**src/cvmr_pkg.sv**
```systemverilog
// command/address reference mode register: shared constants
// assumes one device clock; commands already decoded to write/read strobes
package cvmr_pkg;

	////////////////////////////////////////////////////////////////////////////
	// mode register address and field layout
	localparam logic [5:0] CVMR_REG_ADDR = 6'h0C;
	localparam int CVMR_LEVEL_LSB = 0;
	localparam int CVMR_LEVEL_MSB = 5;
	localparam int CVMR_RANGE_BIT = 6;
	localparam int CVMR_MODE_BIT = 7;
	localparam int CVMR_NUM_SP = 2;

	////////////////////////////////////////////////////////////////////////////
	// legal codes and reset values
	localparam logic [5:0] CVMR_LEVEL_MAX = 6'h32;
	localparam logic [5:0] CVMR_LEVEL_RST = 6'h0D;
	localparam logic CVMR_RANGE_RST = 1'b1;
	localparam logic CVMR_MODE_RST = 1'b0;
	localparam logic [7:0] CVMR_DQ_IDLE = 8'h00;

	////////////////////////////////////////////////////////////////////////////
	// reference level in tenths of a percent of the output supply
	localparam logic [9:0] CVMR_BASE_R0 = 10'h096;
	localparam logic [9:0] CVMR_BASE_R1 = 10'h149;
	localparam logic [3:0] CVMR_STEP = 4'h6;

	typedef logic [5:0] cvmr_level_t;
	typedef logic [9:0] cvmr_tenths_t;

endpackage : cvmr_pkg

```
**src/cvmr_setpoint_copy.sv**
```systemverilog
// one set point's physical copy of the level and range fields
// assumes the parent gates wr_en by set point selection and code legality
`timescale 1ns/10ps
module cvmr_setpoint_copy (
	input wire logic clk,
	input wire logic reset,
	input wire logic wr_en,
	input wire cvmr_pkg::cvmr_level_t wr_level,
	input wire logic wr_range,
	output cvmr_pkg::cvmr_level_t level,
	output logic range
);
	import cvmr_pkg::*;

	cvmr_level_t level_r;
	logic range_r;
	cvmr_level_t level_nxt;
	logic range_nxt;

	// values hold until overwritten or reset
	assign level_nxt = wr_en ? wr_level : level_r;
	assign range_nxt = wr_en ? wr_range : range_r;

	always_ff @(posedge clk or posedge reset) begin
		if (reset) begin
			level_r <= CVMR_LEVEL_RST;
			range_r <= CVMR_RANGE_RST;
		end else begin
			level_r <= level_nxt;
			range_r <= range_nxt;
		end
	end

	assign level = level_r;
	assign range = range_r;

endmodule : cvmr_setpoint_copy

```
**src/cvmr_level_scale.sv**
```systemverilog
// maps level code and range to reference level in tenths of a percent
// assumes a legal code; purely combinational
`timescale 1ns/10ps
module cvmr_level_scale (
	input wire cvmr_pkg::cvmr_level_t level,
	input wire logic range,
	output cvmr_pkg::cvmr_tenths_t tenths
);
	import cvmr_pkg::*;

	cvmr_tenths_t base;
	cvmr_tenths_t offset;

	assign base = range ? CVMR_BASE_R1 : CVMR_BASE_R0;
	// widen before the product: a 6-bit product would wrap above code 10
	assign offset = 10'(level) * 10'(CVMR_STEP);
	assign tenths = 10'(base + offset);

endmodule : cvmr_level_scale

```
**src/cvmr_top.sv**
```systemverilog
// command/address reference mode register with two frequency set points
// assumes write/read strobes from the command decoder on clk; set point
// selects come from the set point control register as plain levels
`timescale 1ns/10ps

////////////////////////////////////////////////////////////////////////////////
// Operation
// - level codes 0 through 0x32 are accepted, all higher codes are reserved.
// - bit 6 picks reference range 0 or 1, and range 1 is the reset default.
// - bit 7 picks training mode 1 (0, default) or mode 2 (1), on byte-mode parts only.
// - a read of this register drives register bits 7..0 onto data lines 7..0.
// - reserved bits and data lines without a register bit read as zero.
// - a level write lands in set point 0 when write-select is 0, else set point 1.
// - writing the range bit of the operate-selected copy moves the device between its two reference ranges.
// - a written range holds until overwritten or until reset.
// - each level and range bit has one copy per set point, reached by write-select.
// - the device runs only from the copy chosen by operate-select.
// - rewriting the inactive copy leaves the operating level and range unchanged; the single-copy mode bit 7 still takes the write.
// - level codes map to 15.0% plus 0.6% per step in range 0, 32.9% base in range 1.
// - write-select and operate-select are control bits 6 and 7, 0 meaning set point 0.
module cvmr_top (
	input wire logic clk,
	input wire logic reset,
	input wire logic mrw_valid,
	input wire logic [5:0] mrw_addr,
	input wire logic [7:0] mrw_data,
	input wire logic mrr_valid,
	input wire logic [5:0] mrr_addr,
	input wire logic setpoint_write_select,
	input wire logic setpoint_operate_select,
	input wire logic byte_mode,
	output logic [7:0] dq_out,
	output logic dq_oe,
	output logic mrw_refused,
	output cvmr_pkg::cvmr_level_t ca_reference_level,
	output logic ca_ref_range_select,
	output logic bus_training_mode_select,
	output cvmr_pkg::cvmr_tenths_t ca_reference_tenths
);
	import cvmr_pkg::*;

	////////////////////////////////////////////////////////////////////////////
	// command decode
	logic hit_wr;
	logic hit_rd;
	logic code_legal;
	logic wr_ok;
	cvmr_level_t wr_level;
	logic wr_range;
	logic wr_mode;

	assign hit_wr = mrw_valid && (mrw_addr == CVMR_REG_ADDR);
	assign hit_rd = mrr_valid && (mrr_addr == CVMR_REG_ADDR);
	assign wr_level = mrw_data[CVMR_LEVEL_MSB:CVMR_LEVEL_LSB];
	assign wr_range = mrw_data[CVMR_RANGE_BIT];
	assign wr_mode = mrw_data[CVMR_MODE_BIT];
	// a reserved code refuses the whole write so level and range stay paired
	assign code_legal = (wr_level <= CVMR_LEVEL_MAX);
	assign wr_ok = hit_wr && code_legal;

	////////////////////////////////////////////////////////////////////////////
	// byte-mode strap, caught after reset release
	logic strap_meta_r;
	logic strap_sync_r;
	logic strap_done_r;
	logic byte_mode_r;
	logic byte_mode_nxt;

	// the pin is not timed to clk; stages run through reset, so reset must last two clocks
	always_ff @(posedge clk) begin
		strap_meta_r <= byte_mode;
		strap_sync_r <= strap_meta_r;
	end

	assign byte_mode_nxt = strap_done_r ? byte_mode_r : strap_sync_r;

	always_ff @(posedge clk or posedge reset) begin
		if (reset) begin
			strap_done_r <= 1'b0;
			byte_mode_r <= 1'b0;
		end else begin
			strap_done_r <= 1'b1;
			byte_mode_r <= byte_mode_nxt;
		end
	end

	////////////////////////////////////////////////////////////////////////////
	// per set point copies
	cvmr_level_t sp_level [CVMR_NUM_SP];
	logic sp_range [CVMR_NUM_SP];
	logic sp_wr_en [CVMR_NUM_SP];

	genvar g;
	generate
		for (g = 0; g < CVMR_NUM_SP; g++) begin : g_sp
			// only the copy named by write-select takes the write
			assign sp_wr_en[g] = wr_ok && (setpoint_write_select == 1'(g));
			cvmr_setpoint_copy u_copy (
				.clk(clk),
				.reset(reset),
				.wr_en(sp_wr_en[g]),
				.wr_level(wr_level),
				.wr_range(wr_range),
				.level(sp_level[g]),
				.range(sp_range[g])
			);
		end
	endgenerate

	////////////////////////////////////////////////////////////////////////////
	// training mode select, single copy
	logic mode_r;
	logic mode_nxt;

	assign mode_nxt = wr_ok ? wr_mode : mode_r;

	always_ff @(posedge clk or posedge reset) begin
		if (reset) begin
			mode_r <= CVMR_MODE_RST;
		end else begin
			mode_r <= mode_nxt;
		end
	end

	////////////////////////////////////////////////////////////////////////////
	// operating values from the active set point
	cvmr_level_t op_level;
	logic op_range;

	assign op_level = setpoint_operate_select ? sp_level[1] : sp_level[0];
	assign op_range = setpoint_operate_select ? sp_range[1] : sp_range[0];
	assign ca_reference_level = op_level;
	assign ca_ref_range_select = op_range;
	// mode 2 has no effect on non byte-mode parts
	assign bus_training_mode_select = mode_r && byte_mode_r;

	cvmr_level_scale u_scale (
		.level(op_level),
		.range(op_range),
		.tenths(ca_reference_tenths)
	);

	////////////////////////////////////////////////////////////////////////////
	// read path and refusal flag
	logic [7:0] rd_word;
	logic [7:0] dq_nxt;
	cvmr_level_t rd_level;
	logic rd_range;
	logic [7:0] dq_out_r;
	logic dq_oe_r;
	logic refused_r;

	assign rd_level = setpoint_write_select ? sp_level[1] : sp_level[0];
	assign rd_range = setpoint_write_select ? sp_range[1] : sp_range[0];
	assign rd_word = {mode_r, rd_range, rd_level};
	// lines idle at zero outside a read
	assign dq_nxt = hit_rd ? rd_word : CVMR_DQ_IDLE;

	always_ff @(posedge clk or posedge reset) begin
		if (reset) begin
			dq_out_r <= CVMR_DQ_IDLE;
			dq_oe_r <= 1'b0;
			refused_r <= 1'b0;
		end else begin
			dq_out_r <= dq_nxt;
			dq_oe_r <= hit_rd;
			refused_r <= hit_wr && !code_legal;
		end
	end

	assign dq_out = dq_out_r;
	assign dq_oe = dq_oe_r;
	assign mrw_refused = refused_r;

	////////////////////////////////////////////////////////////////////////////
	// checks
	property p_reserved_code_kept;
		@(posedge clk) disable iff (reset)
		(hit_wr && (wr_level > CVMR_LEVEL_MAX)) |=>
			($stable(sp_level[0]) && $stable(sp_level[1]) && mrw_refused);
	endproperty
	a_reserved_code_kept: assert property (p_reserved_code_kept)
		else $error("reserved level code was stored");

	property p_write_sp0;
		@(posedge clk) disable iff (reset)
		(wr_ok && !setpoint_write_select) |=>
			(sp_level[0] == $past(wr_level)) && (sp_range[0] == $past(wr_range));
	endproperty
	a_write_sp0: assert property (p_write_sp0)
		else $error("write to set point 0 not stored");

	property p_write_sp1;
		@(posedge clk) disable iff (reset)
		(wr_ok && setpoint_write_select) |=>
			(sp_level[1] == $past(wr_level)) && (sp_range[1] == $past(wr_range));
	endproperty
	a_write_sp1: assert property (p_write_sp1)
		else $error("write to set point 1 not stored");

	property p_other_copy_kept;
		@(posedge clk) disable iff (reset)
		hit_wr |=> ($past(setpoint_write_select) ? $stable(sp_level[0]) && $stable(sp_range[0])
			: $stable(sp_level[1]) && $stable(sp_range[1]));
	endproperty
	a_other_copy_kept: assert property (p_other_copy_kept)
		else $error("write reached the unselected copy");

	property p_read_word;
		@(posedge clk) disable iff (reset)
		hit_rd |=> dq_oe && (dq_out == $past(rd_word));
	endproperty
	a_read_word: assert property (p_read_word)
		else $error("read did not return the selected copy");

	property p_idle_zero;
		@(posedge clk) disable iff (reset)
		!dq_oe |-> (dq_out == CVMR_DQ_IDLE);
	endproperty
	a_idle_zero: assert property (p_idle_zero)
		else $error("data lines not zero outside a read");

	property p_inactive_write_quiet;
		@(posedge clk) disable iff (reset)
		(wr_ok && (setpoint_write_select != setpoint_operate_select)
			##1 $stable(setpoint_operate_select)) |->
			$stable(ca_reference_level) && $stable(ca_ref_range_select);
	endproperty
	a_inactive_write_quiet: assert property (p_inactive_write_quiet)
		else $error("inactive set point write disturbed operation");

	property p_range_held;
		@(posedge clk) disable iff (reset)
		(!wr_ok ##1 $stable(setpoint_operate_select)) |-> $stable(ca_ref_range_select);
	endproperty
	a_range_held: assert property (p_range_held)
		else $error("range changed without a write");

	property p_mode_byte_only;
		@(posedge clk) disable iff (reset)
		!byte_mode_r |-> !bus_training_mode_select;
	endproperty
	a_mode_byte_only: assert property (p_mode_byte_only)
		else $error("training mode 2 active on non byte-mode part");

	property p_tenths;
		@(posedge clk) disable iff (reset)
		ca_reference_tenths == 10'((op_range ? 10'h149 : 10'h096) + 10'(op_level) * 10'h006);
	endproperty
	a_tenths: assert property (p_tenths)
		else $error("reference percentage mismatch");

	property p_refused_only_reserved;
		@(posedge clk) disable iff (reset)
		mrw_refused |-> $past(hit_wr) && ($past(wr_level) > CVMR_LEVEL_MAX);
	endproperty
	a_refused_only_reserved: assert property (p_refused_only_reserved)
		else $error("legal write flagged as refused");

	property p_active_write_seen;
		@(posedge clk) disable iff (reset)
		(wr_ok && (setpoint_write_select == setpoint_operate_select)
			##1 $stable(setpoint_operate_select)) |->
			(ca_reference_level == $past(wr_level)) && (ca_ref_range_select == $past(wr_range));
	endproperty
	a_active_write_seen: assert property (p_active_write_seen)
		else $error("write to the active set point not applied");

	property p_copy0_held;
		@(posedge clk) disable iff (reset)
		!(wr_ok && !setpoint_write_select) |=> $stable(sp_level[0]) && $stable(sp_range[0]);
	endproperty
	a_copy0_held: assert property (p_copy0_held)
		else $error("set point 0 changed without a write");

	property p_copy1_held;
		@(posedge clk) disable iff (reset)
		!(wr_ok && setpoint_write_select) |=> $stable(sp_level[1]) && $stable(sp_range[1]);
	endproperty
	a_copy1_held: assert property (p_copy1_held)
		else $error("set point 1 changed without a write");

	property p_mode_write;
		@(posedge clk) disable iff (reset)
		wr_ok |=> (mode_r == $past(wr_mode));
	endproperty
	a_mode_write: assert property (p_mode_write)
		else $error("training mode bit not stored");

	property p_strap_frozen;
		@(posedge clk) disable iff (reset)
		strap_done_r |=> $stable(byte_mode_r);
	endproperty
	a_strap_frozen: assert property (p_strap_frozen)
		else $error("byte-mode strap changed after capture");

	property p_read_miss_quiet;
		@(posedge clk) disable iff (reset)
		!hit_rd |=> !dq_oe;
	endproperty
	a_read_miss_quiet: assert property (p_read_miss_quiet)
		else $error("data lines enabled without a read");

endmodule : cvmr_top

```
**config.mk**
```make
export PLATFORM = sky130hd
export DESIGN_NAME = cvmr_top
export DESIGN_NICKNAME = d
export VERILOG_FILES = /design/src/cvmr_pkg.sv /design/src/cvmr_setpoint_copy.sv /design/src/cvmr_level_scale.sv /design/src/cvmr_top.sv
export SDC_FILE = /design/constraint.sdc
export NUM_CORES = 1
export LEC_CHECK = 0
export BUFFER_PORTS_ARGS = -buffer_cell sky130_fd_sc_hd__buf_2
export CAP_MARGIN = 20
export CORE_UTILIZATION = 51
export CTS_CLUSTER_SIZE = 40
export DETAILED_ROUTE_END_ITERATION = 16
export PLACE_DENSITY = 0.86
export SLEW_MARGIN = 20
export SYNTH_ARGS = -nofsm -noshare
export SYNTH_HDL_FRONTEND = slang
export SYNTH_HIERARCHICAL = 1
export SYNTH_SLANG_ARGS = --single-unit
```
**constraint.sdc**
```tcl
create_clock -name clk -period 4.6 [get_ports clk]
set_clock_uncertainty 0.2 [all_clocks]
set_input_delay 0.23 -clock clk [delete_from_list [all_inputs] [get_ports clk]]
set_output_delay 0.23 -clock clk [all_outputs]
set_load 0.05 [all_outputs]
```
* Yosys cells after proc, flatten, opt, wreduce, memory -nomap -nowiden
Index checks and enable logic that the tools add are counted. Widths: inputs -> output; s select.
Operators by class: multiplexer cells 6, order comparisons 1, $mul 1, equal/unequal tests 2, reductions and logical operators 8, bitwise logic cells 1, add/subtract/negate cells 1
Operators with widths (count):
- $eq 6x4->1 const B | 2
- $mux 6 | 2
- $add 10x9->10 | 1
- $mux 9 | 1
- $mul 6x2->8 const B | 1
- $mux 8 | 1
- $logic_and 1x1->1 | 7
- $le 6x6->1 const B | 1
- $mux 1 | 2
- $logic_not 1->1 | 1
- $not 1->1 | 1
Word-level totals: register bits after elaboration 29, output and inout bits 28, word-level logic and storage cells 32, input bits 27

* Logic depth before layout (Yosys ltp)
depth after elaboration 4, gate-level depth with buffers 12, depth with buffers taken out 11

* By module
Netlist, hierarchy kept.
Modules (own cells, without submodules):
- cvmr_top | area each 695.7 um^2, instances 1, cells an instance 59
- cvmr_setpoint_copy | area each 300.3 um^2, instances 2, cells an instance 16
- cvmr_level_scale | area each 558.0 um^2, instances 1, cells an instance 67

* Worst setup path before layout
No wires, ideal clock.
path type input -> output, start input setpoint_operate_select, end output ca_reference_tenths[8], stages on the path 11, buffers on the path 1, required time 4170 ps, setup slack 376 ps, arrival time 3794 ps, cells stage by stage clkbuf_1 > mux2_2 > ha_1 > a21o_1 > o21a_4 > or4_1 > o311a_1 > ha_1 > nand2_1 > o41ai_2 > xor2_1
On the way: word-level cells in the longest chain between the ends 3, elaborated cells between the ends (all ways) 5, classes of those cells add/sub (1); mul (1); mux (3)
RTL lines:
- start, declared | line cvmr_top.sv:30 | input wire logic setpoint_operate_select,
- $mux 6 | line cvmr_top.sv:130 | assign op_level = setpoint_operate_select ? sp_level[1] : sp_level[0];
- via ca_reference_level[2] | line cvmr_top.sv:35 | output cvmr_pkg::cvmr_level_t ca_reference_level,
- $mul 6x2->8 | line cvmr_level_scale.sv:16 | assign offset = 10'(level) * 10'(CVMR_STEP);
- $add 10x9->10 | line cvmr_level_scale.sv:17 | assign tenths = 10'(base + offset);
- end, declared | line cvmr_top.sv:38 | output cvmr_pkg::cvmr_tenths_t ca_reference_tenths
The timed path passes the listed nets, and every way through them passes these cells.

* Worst setup path after layout
start register g_sp[1].u_copy.level_r[2], end output ca_reference_tenths[7]
On the way: word-level cells in the longest chain between the ends 3
RTL lines:
- start, declared | line cvmr_setpoint_copy.sv:15 | cvmr_level_t level_r;
- start signal, assigned | line cvmr_setpoint_copy.sv:29 | level_r <= level_nxt;
- $mux 6 | line cvmr_top.sv:130
- $mul 6x2->8 | line cvmr_level_scale.sv:16
- $add 10x9->10 | line cvmr_level_scale.sv:17
No other way between the ends.

==> flow_metrics.py <==
metrics = {
    "run_status": {
        "status": "finished clean",
    },
    "cts": {
        "cts.root.buffer_cell": "clkbuf_4",
        "cts_tree": "done",
        "clkSinkCount": 29,
        "hold_buffers": 12,
        "htreeDepth": 2,
        "clock_latency_ns": 0.34,
        "post_cts_resized": 0,
        "cts_max_path_buffers": 2,
        "post_cts.repair.setup_buffers": 0,
        "cts_made_buffers": 5,
        "clkTransAtPathRegs_ns": 0.10,
    },
    "global_route": {
        "antenna_found_initial": 0,
        "grt_use_met2": 0.364,
        "grt_pass1_wl_microns": 6170,
        "grtUsageMet3": 0.0276,
        "gr-total-overflow": 0,
        "grt_max_degree": 14,
        "grt.busiest_layer": "met2",
        "met1_usage": 0.237,
        "grt_pass1_vias": 1408,
        "track_usage": 0.205,
    },
    "floorplan": {
        "die_w_microns": 62.3,
        "row_count": 21,
        "core_sq_mm": 0.00342,
        "start_util": 0.543,
        "die_h_microns": 62.3,
        "dieArea_sq_mm": 0.00388,
        "pin_count": 55,
    },
    "route": {
        "ant_nets": 0,
        "vias_per_cell": 5.05,
        "firstDrtPassIters": 5,
        "routedWlPerCell_microns": 13.2,
        "vias": 1380,
        "drc_errors": 0,
        "finalWirelength_microns": 3610,
        "drt_iter0_drc": 40,
    },
    "min_path": {
        "hold-path-cell-count": 3,
        "hold_path_class": "in -> reg",
    },
    "timing": {
        "timing.slew.headroom": 0.419,
        "fin_setup_tns_ns": 0,
        "hold_violations": 0,
        "worst_pin_slew_ns": 0.868,
        "fin_crit_sh": 0.889,
        "setup_viol_count_final": 0,
        "max_freq_mhz": 244,
        "slew_viol_final": 0,
        "finalCriticalPeriod_ns": 4.09,
        "grt_setup_unrepaired": "false",
        "setup_slack_ns": 0.508,
    },
    "pwr": {
        "leakagePower_nw": 1.22,
        "p_per_area_mw_per_mm2": 312,
        "ir_drop_v": 0.000248,
    },
    "final_layout": {
        "area.growth.synth_to_final_pct": 25.8,
        "layout_common_cells": "buf_2 (54), dfrtp_1 (19), mux2_4 (15)",
        "layout-drive-gt1-share": 0.445,
        "final_common_cell": "buf_2",
        "regArea_sq_um": 726,
        "utilization": 0.683,
        "nNetsFinal": 268,
        "diodes": 0,
        "final_area_sq_mm": 0.00233,
        "n_fill_cell": 261,
        "multiInputGateArea_sq_mm": 0.00104,
        "final_cells": 273,
    },
    "placed_design": {
        "port_buffers": 54,
        "post_dp_cell_area_sq_mm": 0.00214,
        "place_ws_ns": 0.811,
        "place_hpwl_microns": 2690,
        "place_inst": 253,
        "gp_congestion": 0.763,
    },
    "critical_path": {
        "worstPathMaxFanout": 8,
        "start_kind": "flop",
        "cp-end-kind": "primary output",
        "rr_worst_depth": 2,
        "cp.arrival_ns": 3.66,
        "crit_type": "reg -> out",
        "critPathRequiredTime_ns": 4.17,
    },
    "flow_run": {
        "max-cap-violations": 0,
    },
    "logic_synthesis": {
        "synth-seq-area-share": 0.391,
        "synth_nets": 200,
        "synthArstFlopShare": 0.931,
        "ys_ff_latch": 29,
        "syn-cell-area_sq_mm": 0.00185,
        "synth_cell_types": 45,
        "yosys_warnings": 6,
        "synth_edf_count": 0,
        "synth_cells": 158,
        "synth.avg_cell_area_sq_um": 11.7,
        "synth-main-ff-cell": "dfrtp_1",
    },
}
-- logic make-up after synthesis --
group,synth area share
multiplexers,0.208
AO/OA/AOI/OAI,0.0972
adder cells (fa/ha/maj),0.109
flip-flops,0.391
AND/OR/NAND/NOR,0.110
other,0.00202
XOR/XNOR,0.0331
buffers and inverters,0.0493
-- sequential cells by signal, indices dropped and copies added (netlist names) --
| name | flops |
|---|---|
| g_sp.u_copy/level | 12 |
| dq_out | 8 |
| g_sp.u_copy/range | 2 |
| byte_mode_r | 1 |
| dq_oe | 1 |
| mode_r | 1 |
| mrw_refused | 1 |
| strap_done_r | 1 |
| strap_meta_r | 1 |
| strap_sync_r | 1 |
-- stage by stage --
stage                     hold WS [ns]  total power (W)
after global routing             0.145         0.000764
final                            0.111         0.000727
after floorplan                 -0.170         0.000491
after CTS                        0.111         0.000730
after detailed placement       0.00688         0.000548
after global placement        -0.00639         0.000543
-- path summary, 6_finish.rpt --
path	slack, ns	end	from
max in group asynchronous	3.64	dq_out[3]	reset
min	0.11	dq_out[7]	mrr_addr[2]
max reg2reg	3.58	dq_out[2]	g_sp[1].u_copy/level[2]
min reg2reg	0.15	strap_sync_r	strap_meta_r
min in group asynchronous	0.18	g_sp[1].u_copy/level[1]	reset
max	0.51	ca_reference_tenths[7]	g_sp[1].u_copy/level[2]
-- power breakdown --
| part | internal [W] | total (W) | switching, W |
|---|---|---|---|
| Combinational | 0.0000931 | 0.000271 | 0.000178 |
| Sequential | 0.000271 | 0.000280 | 0.00000915 |
| Clock | 0.0000884 | 0.000176 | 0.0000881 |
-- cell type report --
| cell class | count | share of cell area |
|---|---|---|
| clock inverters | 1 | 0.00214 |
| clock buffers | 7 | 0.0279 |
| repair buffers | 66 | 0.167 |
| multi-input cells | 110 | 0.445 |
| well taps | 46 | 0.0247 |
| flip-flops and latches | 29 | 0.311 |
| inverters | 14 | 0.0225 |
-- critical path, cell delays in order, from the launching register on --
cell and delay [ns]:
dfstp_2 0.39, mux2_2 0.31, ha_1 0.37, a21o_1 0.21, o21a_4 0.23, or4_1 0.40, o311a_1 0.14, ha_1 0.33
nor2b_1 0.17, nor2b_1 0.13, a311oi_1 0.30, nand3_1 0.12, buf_2 0.22
-- Yosys cell counts (3+ instances only) --
library cell,number,area [sq um]
inv_1,14,52.6
mux2_4,15,225
nand2_1,3,11.3
mux2_2,8,90.1
dfstp_2,8,210
o21ai_0,3,15.0
dfrtp_1,19,475
ha_1,13,163
xor2_1,5,43.8
nor3_1,3,15.0
nor2_1,13,48.8
nand3_1,3,15.0
a21oi_1,4,20.0
nor2b_1,5,31.3
mux2i_1,7,70.1
-- per-layer routing --
layer / share of wire / up-vias
met5: 0 / -
met4: 0.025 / 0
met3: 0.044 / 7
met2: 0.50 / 46
met1: 0.43 / 640
li1: - / 687
(Power assumes the default switching activity.)
